--- config.mk ---
export PLATFORM = sky130hd
export DESIGN_NAME = overrange_clock_out_mux_d
export DESIGN_NICKNAME = d
export VERILOG_FILES = /design/src/overrange_clock_pkg.sv /design/src/overrange_clock_out_mux_d.sv
export SDC_FILE = /design/constraint.sdc
export NUM_CORES = 1
export LEC_CHECK = 0
export BUFFER_PORTS_ARGS = -buffer_cell sky130_fd_sc_hd__buf_2
export CORE_UTILIZATION = 53
export CTS_CLUSTER_DIAMETER = 50
export DETAILED_ROUTE_END_ITERATION = 8
export GPL_ROUTABILITY_DRIVEN = 0
export PLACE_DENSITY = 0.76
export SLEW_MARGIN = 20
export SYNTH_ARGS = -nofsm -noshare
export SYNTH_HDL_FRONTEND = slang
export SYNTH_SLANG_ARGS = --single-unit
--- constraint.sdc ---
create_clock -name ref_clk_in -period 1.7 [get_ports ref_clk_in]
set_clock_uncertainty 0.2 [all_clocks]
set_input_delay 0.51 -clock ref_clk_in [delete_from_list [all_inputs] [get_ports ref_clk_in]]
set_output_delay 0.51 -clock ref_clk_in [all_outputs]
set_load 0.02 [all_outputs]
--- src/overrange_clock_pkg.sv ---
/*
 * Shared constants and types for the channel D over-range / clock output pin.
 * Assumes one 100 MHz system clock and that SPI settings arrive already
 * registered in that clock domain.
 */
package overrange_clock_pkg;

   // ***********************************************
   // Clock selection encodings
   // ***********************************************
   localparam logic [1:0] CFG_OFF  = 2'h0;   // Pin carries the over-range flag.
   localparam logic [1:0] DIV_NONE = 2'h1;   // Undivided reference copy.
   localparam logic [1:0] DIV_BY2  = 2'h2;   // Reference divided by two.
   localparam logic [1:0] DIV_BY4  = 2'h3;   // Reference divided by four.

   // ***********************************************
   // Reset values and counts
   // ***********************************************
   localparam logic [1:0] DIV_CNT_RESET  = 2'h0;
   localparam logic       PIN_RESET      = 1'h0;
   localparam logic [2:0] SYNC_RESET     = 3'h0;
   localparam int         MIN_PULSE_FLOOR = 1;   // A pulse never lasts under one cycle.

   // Pin source selection for a shared output pin.
   typedef enum logic {
      SEL_RANGE = 1'b0,
      SEL_CLOCK = 1'b1
   } pin_sel_t;

   // Asynchronous pin inputs, carried together through the synchroniser.
   typedef struct packed {
      logic       pll_ref;     // PLL reference clock level.
      logic       pll_en;      // PLL enable pin.
      logic       pd;          // Power-down pin.
      logic [1:0] cfg;         // Two-bit clock output configuration pins.
      logic       quad;        // Quad-channel configuration strap.
   } pins_t;

   localparam int PINS_W = $bits(pins_t);

endpackage

--- src/overrange_clock_out_mux_d.sv ---
/*
 * Channel D output pin logic: fast over-range flag with programmable threshold
 * and minimum pulse, or a copy (undivided, /2, /4) of the PLL reference clock.
 * Assumes the channel D sample and SPI settings are synchronous to ref_clk_in,
 * and that the reference clock is much slower than ref_clk_in so it can be
 * sampled as an ordinary pin.
 */
`timescale 1ns/1ns
module overrange_clock_out_mux_d #(
   parameter int SAMPLE_W = 9,                       // Channel D sample width.
   parameter int MINP_W   = 8                        // Minimum pulse setting width.
) (
   input  wire logic                ref_clk_in,              // 100 MHz system clock.
   input  wire logic                resetn_in,               // Asynchronous reset, active low.
   input  wire logic [SAMPLE_W-1:0] chan_d_level_in,         // Channel D input magnitude.
   input  wire logic                chan_c_range_in,         // Channel C over-range flag from core.
   input  wire logic [SAMPLE_W-1:0] overrange_threshold_in,  // Over-range threshold.
   input  wire logic [MINP_W-1:0]   overrange_min_pulse_in,  // Minimum pulse length in cycles.
   input  wire logic                spi_clk_override_in,     // SPI override of clock selection.
   input  wire logic                spi_clk_disable_in,      // SPI disable of channel D clock.
   input  wire logic [1:0]          spi_div_sel_in,          // SPI division select.
   input  wire logic                pll_ref_pin_in,          // PLL reference clock pin.
   input  wire logic                pll_enable_in,           // PLL enable pin.
   input  wire logic                power_down_pin_in,       // Power-down pin.
   input  wire logic [1:0]          clock_out_config_in,     // Clock output configuration pins.
   input  wire logic                quad_config_in,          // Quad-channel strap pin.
   output logic                     chan_d_range_flag_pin_out, // Channel D pin.
   output logic                     chan_c_range_flag_pin_out, // Channel C pin.
   output logic                     pll_ref_clock_out        // PLL reference clock output.
);

   // ***********************************************
   // Reset release
   // ***********************************************
   logic rst_meta;
   logic rst_n;

   // Two flops release the reset cleanly against the clock.
   always_ff @(posedge ref_clk_in or negedge resetn_in) begin
      if (!resetn_in) begin
         rst_meta <= 1'b0;
         rst_n    <= 1'b0;
      end else begin
         rst_meta <= 1'b1;
         rst_n    <= rst_meta;
      end
   end

   // ***********************************************
   // Pin synchroniser
   // ***********************************************
   overrange_clock_pkg::pins_t s1, s2, s3, filt, next_filt, raw;

   assign raw = '{pll_ref: pll_ref_pin_in, pll_en: pll_enable_in, pd: power_down_pin_in,
                  cfg: clock_out_config_in, quad: quad_config_in};

   // A bit changes only when the second and third stages agree.
   always_comb begin
      next_filt = (s3 & ~(s2 ^ s3)) | (filt & (s2 ^ s3));
   end

   always_ff @(posedge ref_clk_in or negedge rst_n) begin
      if (!rst_n) begin
         s1   <= '0;
         s2   <= '0;
         s3   <= '0;
         filt <= '0;
      end else begin
         s1   <= raw;
         s2   <= s1;
         s3   <= s2;
         filt <= next_filt;
      end
   end

   // ***********************************************
   // Reference divider
   // ***********************************************
   logic       ref_q;
   logic [1:0] div_cnt, next_div_cnt;
   logic       ref_rise;

   // Picks the divided reference level for one division code.
   function automatic logic div_level(input logic [1:0] div, input logic [1:0] cnt, input logic ref_lvl);
      unique case (div)
         overrange_clock_pkg::DIV_BY2: div_level = cnt[0];
         overrange_clock_pkg::DIV_BY4: div_level = cnt[1];
         default:                      div_level = ref_lvl;
      endcase
   endfunction

   assign ref_rise = filt.pll_ref & ~ref_q;

   // One counter serves both pins so their divided clocks stay in phase.
   always_comb begin
      next_div_cnt = div_cnt;
      if (filt.pd || !filt.pll_en) begin
         next_div_cnt = overrange_clock_pkg::DIV_CNT_RESET;
      end else if (ref_rise) begin
         next_div_cnt = div_cnt + 2'h1;
      end
   end

   always_ff @(posedge ref_clk_in or negedge rst_n) begin
      if (!rst_n) begin
         ref_q   <= 1'b0;
         div_cnt <= overrange_clock_pkg::DIV_CNT_RESET;
      end else begin
         ref_q   <= filt.pll_ref;
         div_cnt <= next_div_cnt;
      end
   end

   // ***********************************************
   // Over-range detection and pulse stretch
   // ***********************************************
   logic              exceed;
   logic [MINP_W-1:0] pulse_cnt, next_pulse_cnt;
   logic              next_range;

   assign exceed = chan_d_level_in > overrange_threshold_in;

   // A crossing reloads the stretch so the flag lasts the programmed minimum.
   always_comb begin
      next_pulse_cnt = pulse_cnt;
      if (exceed) begin
         next_pulse_cnt = (overrange_min_pulse_in == '0) ? '0 : overrange_min_pulse_in - 1'b1;
      end else if (pulse_cnt != '0) begin
         next_pulse_cnt = pulse_cnt - 1'b1;
      end
      next_range = filt.quad & (exceed | (pulse_cnt != '0));
   end

   always_ff @(posedge ref_clk_in or negedge rst_n) begin
      if (!rst_n) begin
         pulse_cnt <= '0;
      end else begin
         pulse_cnt <= next_pulse_cnt;
      end
   end

   // ***********************************************
   // Clock requests and output muxes
   // ***********************************************
   logic                          pll_live, c_clk_on, d_clk_req;
   logic [1:0]                    div_c, div_d;
   logic                          c_src, d_src;
   overrange_clock_pkg::pin_sel_t sel_c, sel_d, next_sel_c, next_sel_d;
   logic                          next_pin_c, next_pin_d, next_ref_out;

   // Selections are held until both the pin and the outgoing source are low,
   // trading a few cycles of latency for a glitch-free handover.
   always_comb begin
      pll_live  = filt.pll_en & ~filt.pd;
      c_clk_on  = pll_live & ((filt.cfg != overrange_clock_pkg::CFG_OFF) | spi_clk_override_in);
      d_clk_req = c_clk_on & ~spi_clk_disable_in;
      div_c     = spi_clk_override_in ? spi_div_sel_in : filt.cfg;
      div_d     = spi_clk_override_in ? spi_div_sel_in : overrange_clock_pkg::DIV_NONE;
      c_src     = c_clk_on & div_level(div_c, div_cnt, ref_q);
      d_src     = d_clk_req & div_level(div_d, div_cnt, ref_q);
      next_pin_c = (sel_c == overrange_clock_pkg::SEL_CLOCK) ? c_src : chan_c_range_in;
      next_pin_d = (sel_d == overrange_clock_pkg::SEL_CLOCK) ? d_src : next_range;
      next_sel_c = sel_c;
      next_sel_d = sel_d;
      if (!chan_c_range_flag_pin_out && !next_pin_c) begin
         next_sel_c = c_clk_on ? overrange_clock_pkg::SEL_CLOCK : overrange_clock_pkg::SEL_RANGE;
      end
      if (!chan_d_range_flag_pin_out && !next_pin_d) begin
         next_sel_d = d_clk_req ? overrange_clock_pkg::SEL_CLOCK : overrange_clock_pkg::SEL_RANGE;
      end
      next_ref_out = pll_live & ref_q;
   end

   always_ff @(posedge ref_clk_in or negedge rst_n) begin
      if (!rst_n) begin
         sel_c                     <= overrange_clock_pkg::SEL_RANGE;
         sel_d                     <= overrange_clock_pkg::SEL_RANGE;
         chan_c_range_flag_pin_out <= overrange_clock_pkg::PIN_RESET;
         chan_d_range_flag_pin_out <= overrange_clock_pkg::PIN_RESET;
         pll_ref_clock_out         <= overrange_clock_pkg::PIN_RESET;
      end else begin
         sel_c                     <= next_sel_c;
         sel_d                     <= next_sel_d;
         chan_c_range_flag_pin_out <= next_pin_c;
         chan_d_range_flag_pin_out <= next_pin_d;
         pll_ref_clock_out         <= next_ref_out;
      end
   end

   // ***********************************************
   // Assertions
   // ***********************************************
   logic [MINP_W:0]   hi_run;
   logic [MINP_W:0]   last_load;

   // Helper: run length of the stretched flag and the minimum last loaded.
   always_ff @(posedge ref_clk_in or negedge rst_n) begin
      if (!rst_n) begin
         hi_run    <= '0;
         last_load <= '0;
      end else begin
         hi_run    <= next_range ? ((&hi_run) ? hi_run : hi_run + 1'b1) : '0;
         if (exceed) begin
            last_load <= (overrange_min_pulse_in == '0) ? (MINP_W+1)'(overrange_clock_pkg::MIN_PULSE_FLOOR)
                                                        : {1'b0, overrange_min_pulse_in};
         end
      end
   end
   property p_flag_on_exceed;
      @(posedge ref_clk_in) disable iff (!rst_n)
      (sel_d == overrange_clock_pkg::SEL_RANGE && filt.quad && exceed) |=> chan_d_range_flag_pin_out;
   endproperty
   a_flag_on_exceed: assert property (p_flag_on_exceed) else $error("flag missed exceed");

   property p_min_pulse;
      @(posedge ref_clk_in) disable iff (!rst_n)
      (hi_run != '0 && !next_range) |-> hi_run >= last_load;
   endproperty
   a_min_pulse: assert property (p_min_pulse) else $error("flag pulse too short");

   property p_quad_only;
      @(posedge ref_clk_in) disable iff (!rst_n)
      (!filt.quad && sel_d == overrange_clock_pkg::SEL_RANGE) |=> !chan_d_range_flag_pin_out;
   endproperty
   a_quad_only: assert property (p_quad_only) else $error("flag outside quad mode");

   property p_back_to_range;
      @(posedge ref_clk_in) disable iff (!rst_n)
      (!d_clk_req && !chan_d_range_flag_pin_out) |=> ##[0:2] sel_d == overrange_clock_pkg::SEL_RANGE;
   endproperty
   a_back_to_range: assert property (p_back_to_range) else $error("pin not back to flag");

   property p_clock_needs_enable;
      @(posedge ref_clk_in) disable iff (!rst_n)
      (chan_d_range_flag_pin_out && sel_d == overrange_clock_pkg::SEL_CLOCK) |-> $past(filt.pll_en);
   endproperty
   a_clock_needs_enable: assert property (p_clock_needs_enable) else $error("clock without PLL");

   property p_undivided;
      @(posedge ref_clk_in) disable iff (!rst_n)
      (sel_d == overrange_clock_pkg::SEL_CLOCK && d_clk_req && !spi_clk_override_in)
         |=> chan_d_range_flag_pin_out == $past(filt.pll_ref, 2);
   endproperty
   a_undivided: assert property (p_undivided) else $error("D clock not reference copy");

   property p_div4;
      @(posedge ref_clk_in) disable iff (!rst_n)
      (sel_d == overrange_clock_pkg::SEL_CLOCK && d_clk_req && div_d == overrange_clock_pkg::DIV_BY4)
         |=> chan_d_range_flag_pin_out == $past(div_cnt[1]);
   endproperty
   a_div4: assert property (p_div4) else $error("D clock not divided by four");

   property p_d_needs_c;
      @(posedge ref_clk_in) disable iff (!rst_n)
      (chan_d_range_flag_pin_out && sel_d == overrange_clock_pkg::SEL_CLOCK) |-> $past(c_clk_on);
   endproperty
   a_d_needs_c: assert property (p_d_needs_c) else $error("D clock without C clock");

   property p_power_down;
      @(posedge ref_clk_in) disable iff (!rst_n)
      filt.pd |=> !pll_ref_clock_out && !(sel_c == overrange_clock_pkg::SEL_CLOCK && chan_c_range_flag_pin_out);
   endproperty
   a_power_down: assert property (p_power_down) else $error("clock runs in power-down");

   property p_c_div2;
      @(posedge ref_clk_in) disable iff (!rst_n)
      (sel_c == overrange_clock_pkg::SEL_CLOCK && c_clk_on && div_c == overrange_clock_pkg::DIV_BY2)
         |=> chan_c_range_flag_pin_out == $past(div_cnt[0]);
   endproperty
   a_c_div2: assert property (p_c_div2) else $error("C clock not divided by two");

   property p_switch_low;
      @(posedge ref_clk_in) disable iff (!rst_n)
      $changed(sel_d) |-> !$past(chan_d_range_flag_pin_out) && !chan_d_range_flag_pin_out;
   endproperty
   a_switch_low: assert property (p_switch_low) else $error("switch while pin high");

   c_flag_pulse: cover property (@(posedge ref_clk_in) disable iff (!rst_n) $fell(chan_d_range_flag_pin_out));
   c_to_clock:   cover property (@(posedge ref_clk_in) disable iff (!rst_n)
                                 $rose(sel_d == overrange_clock_pkg::SEL_CLOCK));
   c_div4_run:   cover property (@(posedge ref_clk_in) disable iff (!rst_n)
                                 div_d == overrange_clock_pkg::DIV_BY4 && chan_d_range_flag_pin_out);

endmodule // overrange_clock_out_mux_d

Yosys cells after proc, flatten, opt, wreduce, memory -nomap -nowiden. Index checks and enable logic that the tools add are counted.

Output and inout port bits: 3. Latch bits: 0. Bits in read-only memories: 0. Register bits after elaboration: 42. Memory bits (writable): 0. Logic and storage cells: 82. Memories: 0.

Reductions and logical operators: 13. Shift-type cells: 0. Eq/ne operators: 4. $mul: 0. Mux-type cells: 13. Bitwise logic cells: 18. Order comparisons: 1. Divide/modulo/power cells: 0. Add/subtract/negate cells: 3.

Operator list (number): two-way mux 8 bit (3); subtractor 8 x 1 -> 8 bit (second input constant) (2); bitwise AND 6 bit (2); greater-than comparator 9 bit (1); bitwise AND 1 bit (8); equality test 2 bit (second input constant) (4); zero test 8 bit (1); two-way mux 2 bit (4); nonzero test 8 bit (1); NOT 6 bit (1); OR 6 bit (1); nonzero test 2 bit (3); XOR 6 bit (1); zero test 1 bit (5); two-way mux 1 bit (4); case mux 1 bit (2 select lines) (2); NOT 1 bit (3); adder 2 x 1 -> 2 bit (second input constant) (1); logical AND 1 bit (2); OR 1 bit (2); logical OR 1 bit (1).

Logic depth before layout (Yosys ltp). Gate-level depths: netlist (run 1).

Depth in word-level cells: 8. Mapped depth: 7. Gate-level depth less buffers: 7.

Worst setup path before layout (run 1). OpenSTA, ideal clock, no wires.

Kind: in2reg. Start point: input port overrange_threshold_in[8]. End point: register pulse_cnt[0]. Arrival: 1950 ps. Path slack: -575 ps. Buffers on the path: 0. Stages on the path: 7. Required time: 1375 ps. Library setup time: 125 ps. Path through: inv_1 -> ha_1 -> nand4_1 -> nor2_1 -> o21ai_0 -> a21oi_2 -> mux2_2.

Cells in the longest elaborated chain, start to end: 2. Elaborated cells on any way between the ends: 3. Classes of those cells: order compare: 1; mux: 1; reduce/logical: 1.

Ends and longest elaborated chain: start: declaration (RTL line overrange_clock_out_mux_d.sv:17) `input wire logic [SAMPLE_W-1:0] overrange_threshold_in,`; greater-than comparator 9 bit (*) (RTL line overrange_clock_out_mux_d.sv:121) `assign exceed = chan_d_level_in > overrange_threshold_in;`; two-way mux 8 bit / nonzero test 2 bit (equally long branches); end signal: assignment (RTL line overrange_clock_out_mux_d.sv:138) `pulse_cnt <= next_pulse_cnt;`; end: declaration (RTL line overrange_clock_out_mux_d.sv:118) `logic [MINP_W-1:0] pulse_cnt, next_pulse_cnt;`.

Every way passes the cells marked *; elsewhere a longest branch is shown, timed or not. A chain may end at the register's enable or synchronous reset.

Worst setup path after layout (run 1).
Start point: register pulse_cnt[3]. End point: register pulse_cnt[7].

Cells in the longest elaborated chain, start to end: 3. Elaborated cells on any way between the ends: 5. Classes of those cells: add/sub: 1; mux: 2; reduce/logical: 2.

Ends and longest elaborated chain: subtractor 8 x 1 -> 8 bit (RTL line overrange_clock_out_mux_d.sv:129) `next_pulse_cnt = pulse_cnt - 1'b1;`; two-way mux 8 bit (RTL line overrange_clock_out_mux_d.sv:128) `end else if (pulse_cnt != '0) begin`; two-way mux 8 bit (RTL line overrange_clock_out_mux_d.sv:126) `if (exceed) begin`.

Parallel ways exist; a longest one is shown, timed or not. The select of a mux whose other input is x is not followed.

==> results of run 1 <==
[area by class of cell]
class | instances | share of cell area (%)
Timing Repair Buffer | 71 | 17.1
Clock buffer | 5 | 2.48
Clock inverter | 3 | 1.44
Tap cell | 46 | 2.07
Sequential cell | 42 | 37.8
Multi-Input combinational cell | 114 | 36.0
Inverter | 17 | 3.20
[worst max-delay path: stages (launching register included)]
cell	delay (ns)
dfrtp_1	0.39
or4_4	0.57
or4_4	0.46
nor3_4	0.12
a21oi_1	0.06
mux2i_1	0.13
[stage by stage]
step                setup TNS (ns)  cells  setup slack [ns]
finish                       -2.03    298            -0.289
global route                 -2.74    298            -0.354
CTS                          -1.94    297            -0.271
detailed placement           -4.79    288            -0.515
global placement             -4.36    288            -0.476
floorplan                    -2.16    173            -0.347
[power groups by stage]
| stage | Combinational [W] | Sequential, W | Clock (W) |
|---|---|---|---|
| CTS | 0.000814 | 0.00122 | 0.000767 |
| finish | 0.000854 | 0.00124 | 0.000759 |
| floorplan | 0.000374 | 0.00126 | 0 |
| global placement | 0.000744 | 0.00123 | 0 |
| global route | 0.000929 | 0.00125 | 0.000820 |
| detailed placement | 0.000788 | 0.00124 | 0 |
[worst max-delay path by stage]
| stage | start | to | slack, ns | depth (start not counted) |
|---|---|---|---|---|
| after floorplan | overrange_threshold_in[7] | pulse_cnt[0]$_DFFE_PN0P_ | -0.35 | 7 |
| after global placement | overrange_threshold_in[7] | pulse_cnt[0]$_DFFE_PN0P_ | -0.48 | 8 |
| after detailed placement | overrange_threshold_in[7] | pulse_cnt[0]$_DFFE_PN0P_ | -0.51 | 8 |
| after CTS | pulse_cnt[5]$_DFFE_PN0P_ | pulse_cnt[0]$_DFFE_PN0P_ | -0.27 | 5 |
| after global routing | pulse_cnt[3]$_DFFE_PN0P_ | pulse_cnt[7]$_DFFE_PN0P_ | -0.35 | 5 |
| final | pulse_cnt[3]$_DFFE_PN0P_ | pulse_cnt[7]$_DFFE_PN0P_ | -0.29 | 5 |
[metal layers]
layer	GRT usage [%]	vias up	wire [um]
met1	29.0	752	1830
met2	40.7	48	2410
met5	0	-	0
met3	5.47	12	172
met4	10.2	0	90
li1	-	753	-
[placed cells by master (no fill, tap or decap), types with 2 or more instances in the layout]
cell and instances:
dfrtp_1 42, buf_2 37, buf_4 28, mux2i_1 13
inv_1 11, a21oi_1 10, nand2_1 9, nor3_1 8
nor2_1 8, maj3_1 6, ha_4 6, ha_1 5
clkbuf_8 5, nor2b_1 4, or4_4 4, inv_4 3
nand2b_1 3, xor2_1 3, nor3_2 3, xnor2_1 3
buf_6 3, mux2_2 2, a21oi_2 2, nor3_4 2
nand3_1 2, mux2_4 2, clkinv_2 2
[kinds of logic (layout without fill, tap and decap cells)]
group,count (synthesis),after routing
other,1,1
AND/OR/NAND/NOR,51,51
buffers and inverters,17,96
multiplexers,17,17
AO/OA/AOI/OAI,22,22
flip-flops,42,42
XOR/XNOR,6,6
adder cells (fa/ha/maj),17,17
[timing repair]
item	CTS	global route
pin swaps	0	8
endpoints found under the setup margin	10	10
hold endpoints to repair	2	0
setup buffers	0	1
hold buffers	1	0
gates resized for setup	8	9
==> results_dict.tcl, run 1 <==
set metrics [dict create \
    outcome "finished, violations left" \
    violations "negative setup slack" \
    drt-initial-drc-count 84 \
    yosys-top-cells-area "dfrtp_1 (53%), ha_1 (7.0%), mux2i_1 (6.6%), inv_1 (3.2%), a21oi_1 (3.0%)" \
    setup_viol 10 \
    vdd_drop_max_uv 752 \
    synth_ff_type "dfrtp_1" \
    die_area_um2 3970 \
    power_w 0.00285 \
    htree_levels 2 \
    synthCells 173 \
    die_height_um 63.0 \
    cts_buffers 5 \
    seq_power_share_pct 43.4 \
    powerDensity_nw_per_um2 1030 \
    power.switching_w 0.000824 \
    cts_root_buf "clkbuf_8" \
    fp-row-count 21 \
    die_w_um 63.0 \
    nets 301 \
    period_minus_slack_ns 1.99 \
    start_kind "flip-flop" \
    cp_max_fo 2 \
    dpl.hpwl_um 3250 \
    slew_violations 0 \
    io_buffers 41 \
    synth_seq_area_share_pct 53.3 \
    regToRegSetupSlack_ns -0.29 \
    synth-edff-count 0 \
    synthTopCellsByCount "dfrtp_1 (42), inv_1 (17), mux2i_1 (13), a21oi_1 (12), ha_1 (11)" \
    fmax_mhz 503 \
    synth.most_common_cell "dfrtp_1" \
    grt_pass1_wl_um 7290 \
    routed-via-count 1565 \
    drc 0 \
    ys_ff_latch 42 \
    muxShareOfSynthArea_pct 8.89 \
    dpl_cell_area_um2 2580 \
    p_comb_share_pct 29.9 \
    post_synth_fa_ha_maj_area_fraction_pct 10.0 \
    p_leak_nw 1.32 \
    syn_area_um2 1970 \
    synth_top_cell_by_area "dfrtp_1" \
    clkTransAtPathRegs_ns 0.08 \
    critPathCaptureType "flip-flop" \
    drtPass1Iterations 4 \
    synth.net_count 223 \
    hold_slack_ns 0.0258 \
    design_area_um2 2780 \
    synth_top_cell_area_share_pct 53.3 \
    regToRegStartpoint "pulse_cnt[3]$_DFFE_PN0P_" \
    syn-mean-instance-area_um2 11.4 \
    vias_per_cell 5.25 \
    clockBufferDepth 2 \
    report.final.hold_viol_count 0 \
    ant_nets 0 \
    synthArstFlopShare_pct 100 \
    num_io_pins 42 \
    yosys.area_share.simple_pct 14.9 \
    post_drt_wl_per_cell_um 15.1 \
    synth_xor_area_share_pct 2.67 \
    synth_compound_area_share_pct 6.73 \
    maxCapViolCount 0 \
    post-route-period-util_pct 117 \
    antenna_cells 0 \
    grt_start_max_net_pins 23 \
    worstSetupPathType "reg -> reg" \
    grt.total_usage_pct 24.0 \
    synth_top_family_by_area "simple AND/OR/NAND/NOR gates" \
    multi_input_area_um2 1000 \
    drive_above_1_share_pct 44.4 \
    fin_util_pct 80.8 \
    grt_pass1_vias 1650 \
    regArea_um2 1050 \
    rsz0062_at_grt "yes" \
    ys_types 33 \
    synthToLayoutAreaGrowth_pct 41.1 \
    cts_tree "built" \
    layout_setup_ws_ns -0.289 \
    coreArea_um2 3440 \
    grt-ovfl-total 0 \
    fillerInstances 204 \
    antenna_found_initial 0 \
    cp_data_arrival_time_ns 2.00 \
    p_int_w 0.00203 \
    p_sw_share_pct 28.9 \
    wirelength_um 4500 \
    insertion_delay_ns 0.28 \
    pwr-share-clk_pct 26.6 \
    required_ns 1.71 \
    timing.rr.end "pulse_cnt[7]$_DFFE_PN0P_" \
    yosysWarnings 0 \
    initial_core_util_pct 57.3 \
    hold_class "reg -> async" \
    cts.sinks 42 \
    ff2ff_path_depth 5 \
]
Power figures use the tool's default switching activity.
==> inputs of run 2 (changes only) <==
BUFFER_PORTS_ARGS = not set   (was -buffer_cell sky130_fd_sc_hd__buf_2)
CORE_UTILIZATION = 35   (was 53)
DONT_BUFFER_PORTS = 1   (was not set)
PLACE_DENSITY = 0.47   (was 0.76)
==> run 2 against run 1 <==
Effect of this change:
- the run still ends with negative setup slack left
- sequential power about the same
- setup slack improved by 0.044 ns
- critical path depth unchanged
- clock power decreased by 16%
- die area increased by 50%
- cell area decreased by 7.3%
- via count decreased by 13%
- combinational power decreased by 9.5%
- global-route usage decreased by 10 points
- sequential share of layout area increased by 3.0 points
- critical endpoint is now pulse_cnt[0]$_DFFE_PN0P_
- largest cell class unchanged
==> results_dict.tcl, run 2 (synthesized netlist as in run 1, its figures left out) <==
set metrics [dict create \
    outcome "finished, violations left" \
    violations "negative setup slack" \
    die_w_um 77.0 \
    worstSetupPathType "reg -> reg" \
    drc 0 \
    m1WireLength_um 1630 \
    fp-row-count 26 \
    cts.sinks 42 \
    fillerInstances 511 \
    coreArea_um2 5270 \
    routed.top_layer "met4" \
    antenna_found_initial 0 \
    wirelength_um 3730 \
    grt_pass1_vias 1455 \
    die_height_um 77.0 \
    post_drt_wl_per_cell_um 13.4 \
    hold_class "reg -> async" \
    ff2ff_path_depth 5 \
    p_leak_nw 1.14 \
    cts_buffers 5 \
    insertion_delay_ns 0.29 \
    fmax_mhz 514 \
    powerDensity_nw_per_um2 1040 \
    num_io_pins 42 \
    clkTransAtPathRegs_ns 0.08 \
    htree_levels 2 \
    drtPass1Iterations 4 \
    fin_util_pct 48.9 \
    antenna_cells 0 \
    rsz0062_at_grt "yes" \
    layout_setup_ws_ns -0.244 \
    maxCapViolCount 0 \
    final_common_cell "dfrtp_1" \
    cp_slowest_stage_delay_ns 0.56 \
    grt.total_usage_pct 13.9 \
    cts_tree "built" \
    setup_viol 10 \
    grt-ovfl-total 0 \
    cp_num_buf_inv 0 \
    critPathCaptureType "flip-flop" \
    cp_max_fo 4 \
    period_minus_slack_ns 1.94 \
    required_ns 1.67 \
    dpl.hpwl_um 2800 \
    io_buffers 0 \
    grt_start_max_net_pins 36 \
    routed-via-count 1366 \
    drt-initial-drc-count 49 \
    report.final.hold_viol_count 0 \
    critical_path.top_delay_family "simple AND/OR/NAND/NOR gates" \
    met3_length_um 190 \
    die_area_um2 5930 \
    final_cell_mix "dfrtp_1 (42), buf_4 (21), mux2i_1 (13), a21oi_1 (11)" \
    ant_nets 0 \
    path_cells "or4_4, nor3_4, nand2_2, xnor2_1, mux2_4" \
    cts_root_buf "clkbuf_8" \
    grt_pass1_wl_um 6510 \
    vias_per_cell 4.91 \
    clockBufferDepth 2 \
    hold_slack_ns 0.0483 \
    synthToLayoutAreaGrowth_pct 30.7 \
    vdd_drop_max_uv 1010 \
    regToRegStartpoint "pulse_cnt[2]$_DFFE_PN0P_" \
    drive_above_1_share_pct 33.7 \
    post-route-period-util_pct 114 \
    slew_violations 0 \
    cp_data_arrival_time_ns 1.92 \
    wl_met2_um 1840 \
    regToRegSetupSlack_ns -0.24 \
    start_kind "flip-flop" \
    critPathSlowestCell "or4_4" \
    nets 257 \
    initial_core_util_pct 37.4 \
    timing.rr.end "pulse_cnt[0]$_DFFE_PN0P_" \
]
[run 2: cell count changes in the layout (fill, tap and decap cells not counted), sizes merged]
| cell | change |
|---|---|
| bufinv | -1 |
| buf | -45 |
| dlygate4sd3 | +1 |
| clkbuf | +2 |
| clkinv | -1 |
[run 2: where the power goes]
| group | internal (W) | switching, W |
|---|---|---|
| logic | 0.000438 | 0.000335 |
| registers | 0.00113 | 0.000129 |
| clock network | 0.000327 | 0.000314 |
[run 2: layout make-up]
type / instances / area, um2 / area share (%)
Clock buffer: 7 / 86.3 / 3.35
Clock inverter: 1 / 5.00 / 0.194
Inverter: 17 / 88.8 / 3.45
Multi-Input combinational cell: 114 / 1020 / 39.5
Sequential cell: 42 / 1050 / 40.8
Tap cell: 70 / 87.6 / 3.40
Timing Repair Buffer: 27 / 240 / 9.32
[run 2: worst max-delay path by stage]
stage | start | endpoint | slack [ns] | cells after the start
6_report | pulse_cnt[2]$_DFFE_PN0P_ | pulse_cnt[0]$_DFFE_PN0P_ | -0.24 | 5
5_1_grt | pulse_cnt[2]$_DFFE_PN0P_ | pulse_cnt[7]$_DFFE_PN0P_ | -0.31 | 5
4_1_cts | pulse_cnt[2]$_DFFE_PN0P_ | pulse_cnt[7]$_DFFE_PN0P_ | -0.24 | 5
3_5_place_dp | overrange_threshold_in[6] | pulse_cnt[0]$_DFFE_PN0P_ | -0.38 | 7
3_3_place_gp | overrange_threshold_in[6] | pulse_cnt[1]$_DFFE_PN0P_ | -0.36 | 7
2_1_floorplan | overrange_threshold_in[7] | pulse_cnt[0]$_DFFE_PN0P_ | -0.35 | 7
[run 2: per-layer routing]
metal,vias up,track usage [%]
met5,-,0
met4,0,5.28
met3,11,3.93
met2,33,22.4
met1,653,17.5
li1,669,-
[run 2: metrics by stage]
stage          TNS (ns)  std cells  worst slack, ns  cell area [um2]  total power [W]
2_1_floorplan     -2.16        173           -0.347             2100          0.00164
3_3_place_gp      -3.25        264           -0.356             2370          0.00190
3_5_place_dp      -3.41        264           -0.378             2370          0.00192
4_1_cts           -1.65        277           -0.240             2570          0.00269
5_1_grt           -2.70        278           -0.312             2580          0.00288
6_report          -1.84        278           -0.244             2580          0.00268
[run 2: what timing repair did]
action | in CTS | in global routing
pin swaps | 5 | 3
setup endpoints to repair | 10 | 10
setup buffers | 4 | 1
endpoints found under the hold margin | 7 | 0
hold buffers | 2 | 0
resized for setup | 16 | 0
==> inputs of run 3 (changes only) <==
CELL_PAD_IN_SITES_DETAIL_PLACEMENT = 0   (was not set)
CELL_PAD_IN_SITES_GLOBAL_PLACEMENT = 2   (was not set)
PLACE_DENSITY = 0.67   (was 0.47)
==> run 3 against run 2 <==
Effect of this change:
- the run still ends with negative setup slack left
- cell area rose by 2.0%
- sequential power barely moved
- final cell count fell by 1.1%
- total power rose by 3.2%
- critical path type unchanged
- largest cell class is now multi-input combinational cells
- largest power group unchanged
==> results_dict.tcl, run 3 (synthesized netlist as in run 1, its figures left out) <==
set metrics [dict create \
    post_drt_wl_per_cell_um 13.9 \
    clockBufferDepth 2 \
    antenna_cells 0 \
    violations "negative setup slack" \
    vias_per_cell 4.92 \
    cts_root_buf "clkbuf_8" \
    grt_start_max_net_pins 33 \
    vdd_drop_max_uv 623 \
    cp_data_arrival_time_ns 1.98 \
    fp-row-count 26 \
    fin_setup_tns_ns -1.78 \
    setup_viol 10 \
    routed-via-count 1354 \
    drtPass1Iterations 4 \
    num_io_pins 42 \
    cts_buffers 5 \
    grt_pass1_vias 1465 \
    powerDensity_nw_per_um2 1050 \
    outcome "finished, violations left" \
    rsz0062_at_grt "yes" \
    die_area_um2 5930 \
    clkTransAtPathRegs_ns 0.09 \
    die_height_um 77.0 \
    post-route-period-util_pct 117 \
    fmax_mhz 501 \
    critPathCaptureType "flip-flop" \
    fillerInstances 489 \
    grt-ovfl-total 0 \
    final_common_cell "dfrtp_1" \
    ant_nets 0 \
    hold_class "in -> reg" \
    drt-initial-drc-count 10 \
    synthToLayoutAreaGrowth_pct 33.3 \
    die_w_um 77.0 \
    maxCapViolCount 0 \
    grt_pass1_wl_um 6620 \
    path_cells "or4_4, nor3_4, nand2_4, xnor2_2, mux2_4" \
    critPathSlowestCell "or4_4" \
    wirelength_um 3820 \
    slew_violations 0 \
    placedCellCount 262 \
    final_cell_mix "dfrtp_1 (42), buf_4 (15), mux2i_1 (13), a21oi_1 (10)" \
    cp_slowest_stage_delay_ns 0.56 \
    htree_levels 2 \
    period_minus_slack_ns 2.00 \
    grt.total_usage_pct 14.0 \
    drc 0 \
    fin_cells 275 \
    worstSetupPathType "reg -> reg" \
    p_leak_nw 1.16 \
    io_buffers 0 \
    report.final.hold_viol_count 0 \
    required_ns 1.68 \
    nets 254 \
    drive_above_1_share_pct 37.1 \
    initial_core_util_pct 37.4 \
    layout_setup_ws_ns -0.297 \
    cts.sinks 42 \
    antenna_found_initial 0 \
    cts_tree "built" \
    dpl.hpwl_um 2780 \
    insertion_delay_ns 0.29 \
    cp_max_fo 4 \
    start_kind "flip-flop" \
    coreArea_um2 5270 \
]
## run 3: metrics by stage
stage | worst slack [ns] | hold slack, ns | util (%) | instance area [um2] | total power, W
2_1_floorplan | -0.347 | 0.0144 | - | 2100 | 0.00164
3_3_place_gp | -0.363 | -0.00473 | 44.4 | 2340 | 0.00187
3_5_place_dp | -0.433 | -0.00486 | 44.4 | 2340 | 0.00188
4_1_cts | -0.231 | 0.0272 | 48.2 | 2540 | 0.00269
5_1_grt | -0.342 | 0.00754 | 49.9 | 2630 | 0.00295
6_report | -0.297 | 0.0379 | 49.9 | 2630 | 0.00276
## run 3: power by group
| group | total, W | switching [W] | internal, W | leakage [nW] |
|---|---|---|---|---|
| sequential | 0.00126 | 0.000130 | 0.00113 | 0.500 |
| clock | 0.000670 | 0.000366 | 0.000305 | 0.0495 |
| combinational | 0.000830 | 0.000373 | 0.000457 | 0.609 |
| total | 0.00276 | 0.000869 | 0.00189 | 1.16 |
## run 3: cell type report
class | count | area [um2] | area share, %
Multi-Input combinational cell | 114 | 1090 | 41.3
Timing Repair Buffer | 24 | 219 | 8.33
Clock buffer | 5 | 68.8 | 2.62
Sequential cell | 42 | 1050 | 40.0
Clock inverter | 3 | 26.3 | 1.00
Tap cell | 70 | 87.6 | 3.33
Inverter | 17 | 88.8 | 3.38
## run 3: worst paths after layout
| kind | cells after the start | end | startpoint | slack [ns] |
|---|---|---|---|---|
| max | 5 | pulse_cnt[0]$_DFFE_PN0P_ | pulse_cnt[5]$_DFFE_PN0P_ | -0.30 |
| min | 0 | s1[4]$_DFF_PN0_ | pll_enable_in | 0.04 |
| max reg2reg | 5 | pulse_cnt[0]$_DFFE_PN0P_ | pulse_cnt[5]$_DFFE_PN0P_ | -0.30 |
| min reg2reg | 1 | s3[3]$_DFF_PN0_ | rst_n$_DFF_PN0_ | 0.06 |
| max in group asynchronous | 1 | pulse_cnt[1]$_DFFE_PN0P_ | rst_n$_DFF_PN0_ | 0.49 |
| min in group asynchronous | 1 | s3[3]$_DFF_PN0_ | rst_n$_DFF_PN0_ | 0.06 |
## run 3: routing by layer
metal	track usage (%)	vias up	share of wire, %
li1	-	665	-
met4	4.15	0	1.5
met2	22.7	33	49
met1	17.2	648	44
met5	0	-	0
met3	5.36	8	5.8
## run 3: timing repair
item | CTS | global route
cloned | 0 | 0
hold buffers | 3 | 0
endpoints found under the hold margin | 4 | 0
setup buffers | 1 | 4
pin swaps | 6 | 6
setup endpoints to repair | 10 | 10
gates resized for setup | 19 | 15
## run 3: worst max-delay path: cells and delay by family (launching register included)
kind / cells / cell delay (ns)
xor+xnor: 1 / 0.14
flops: 1 / 0.40
mux: 1 / 0.26
simple gates: 3 / 0.89
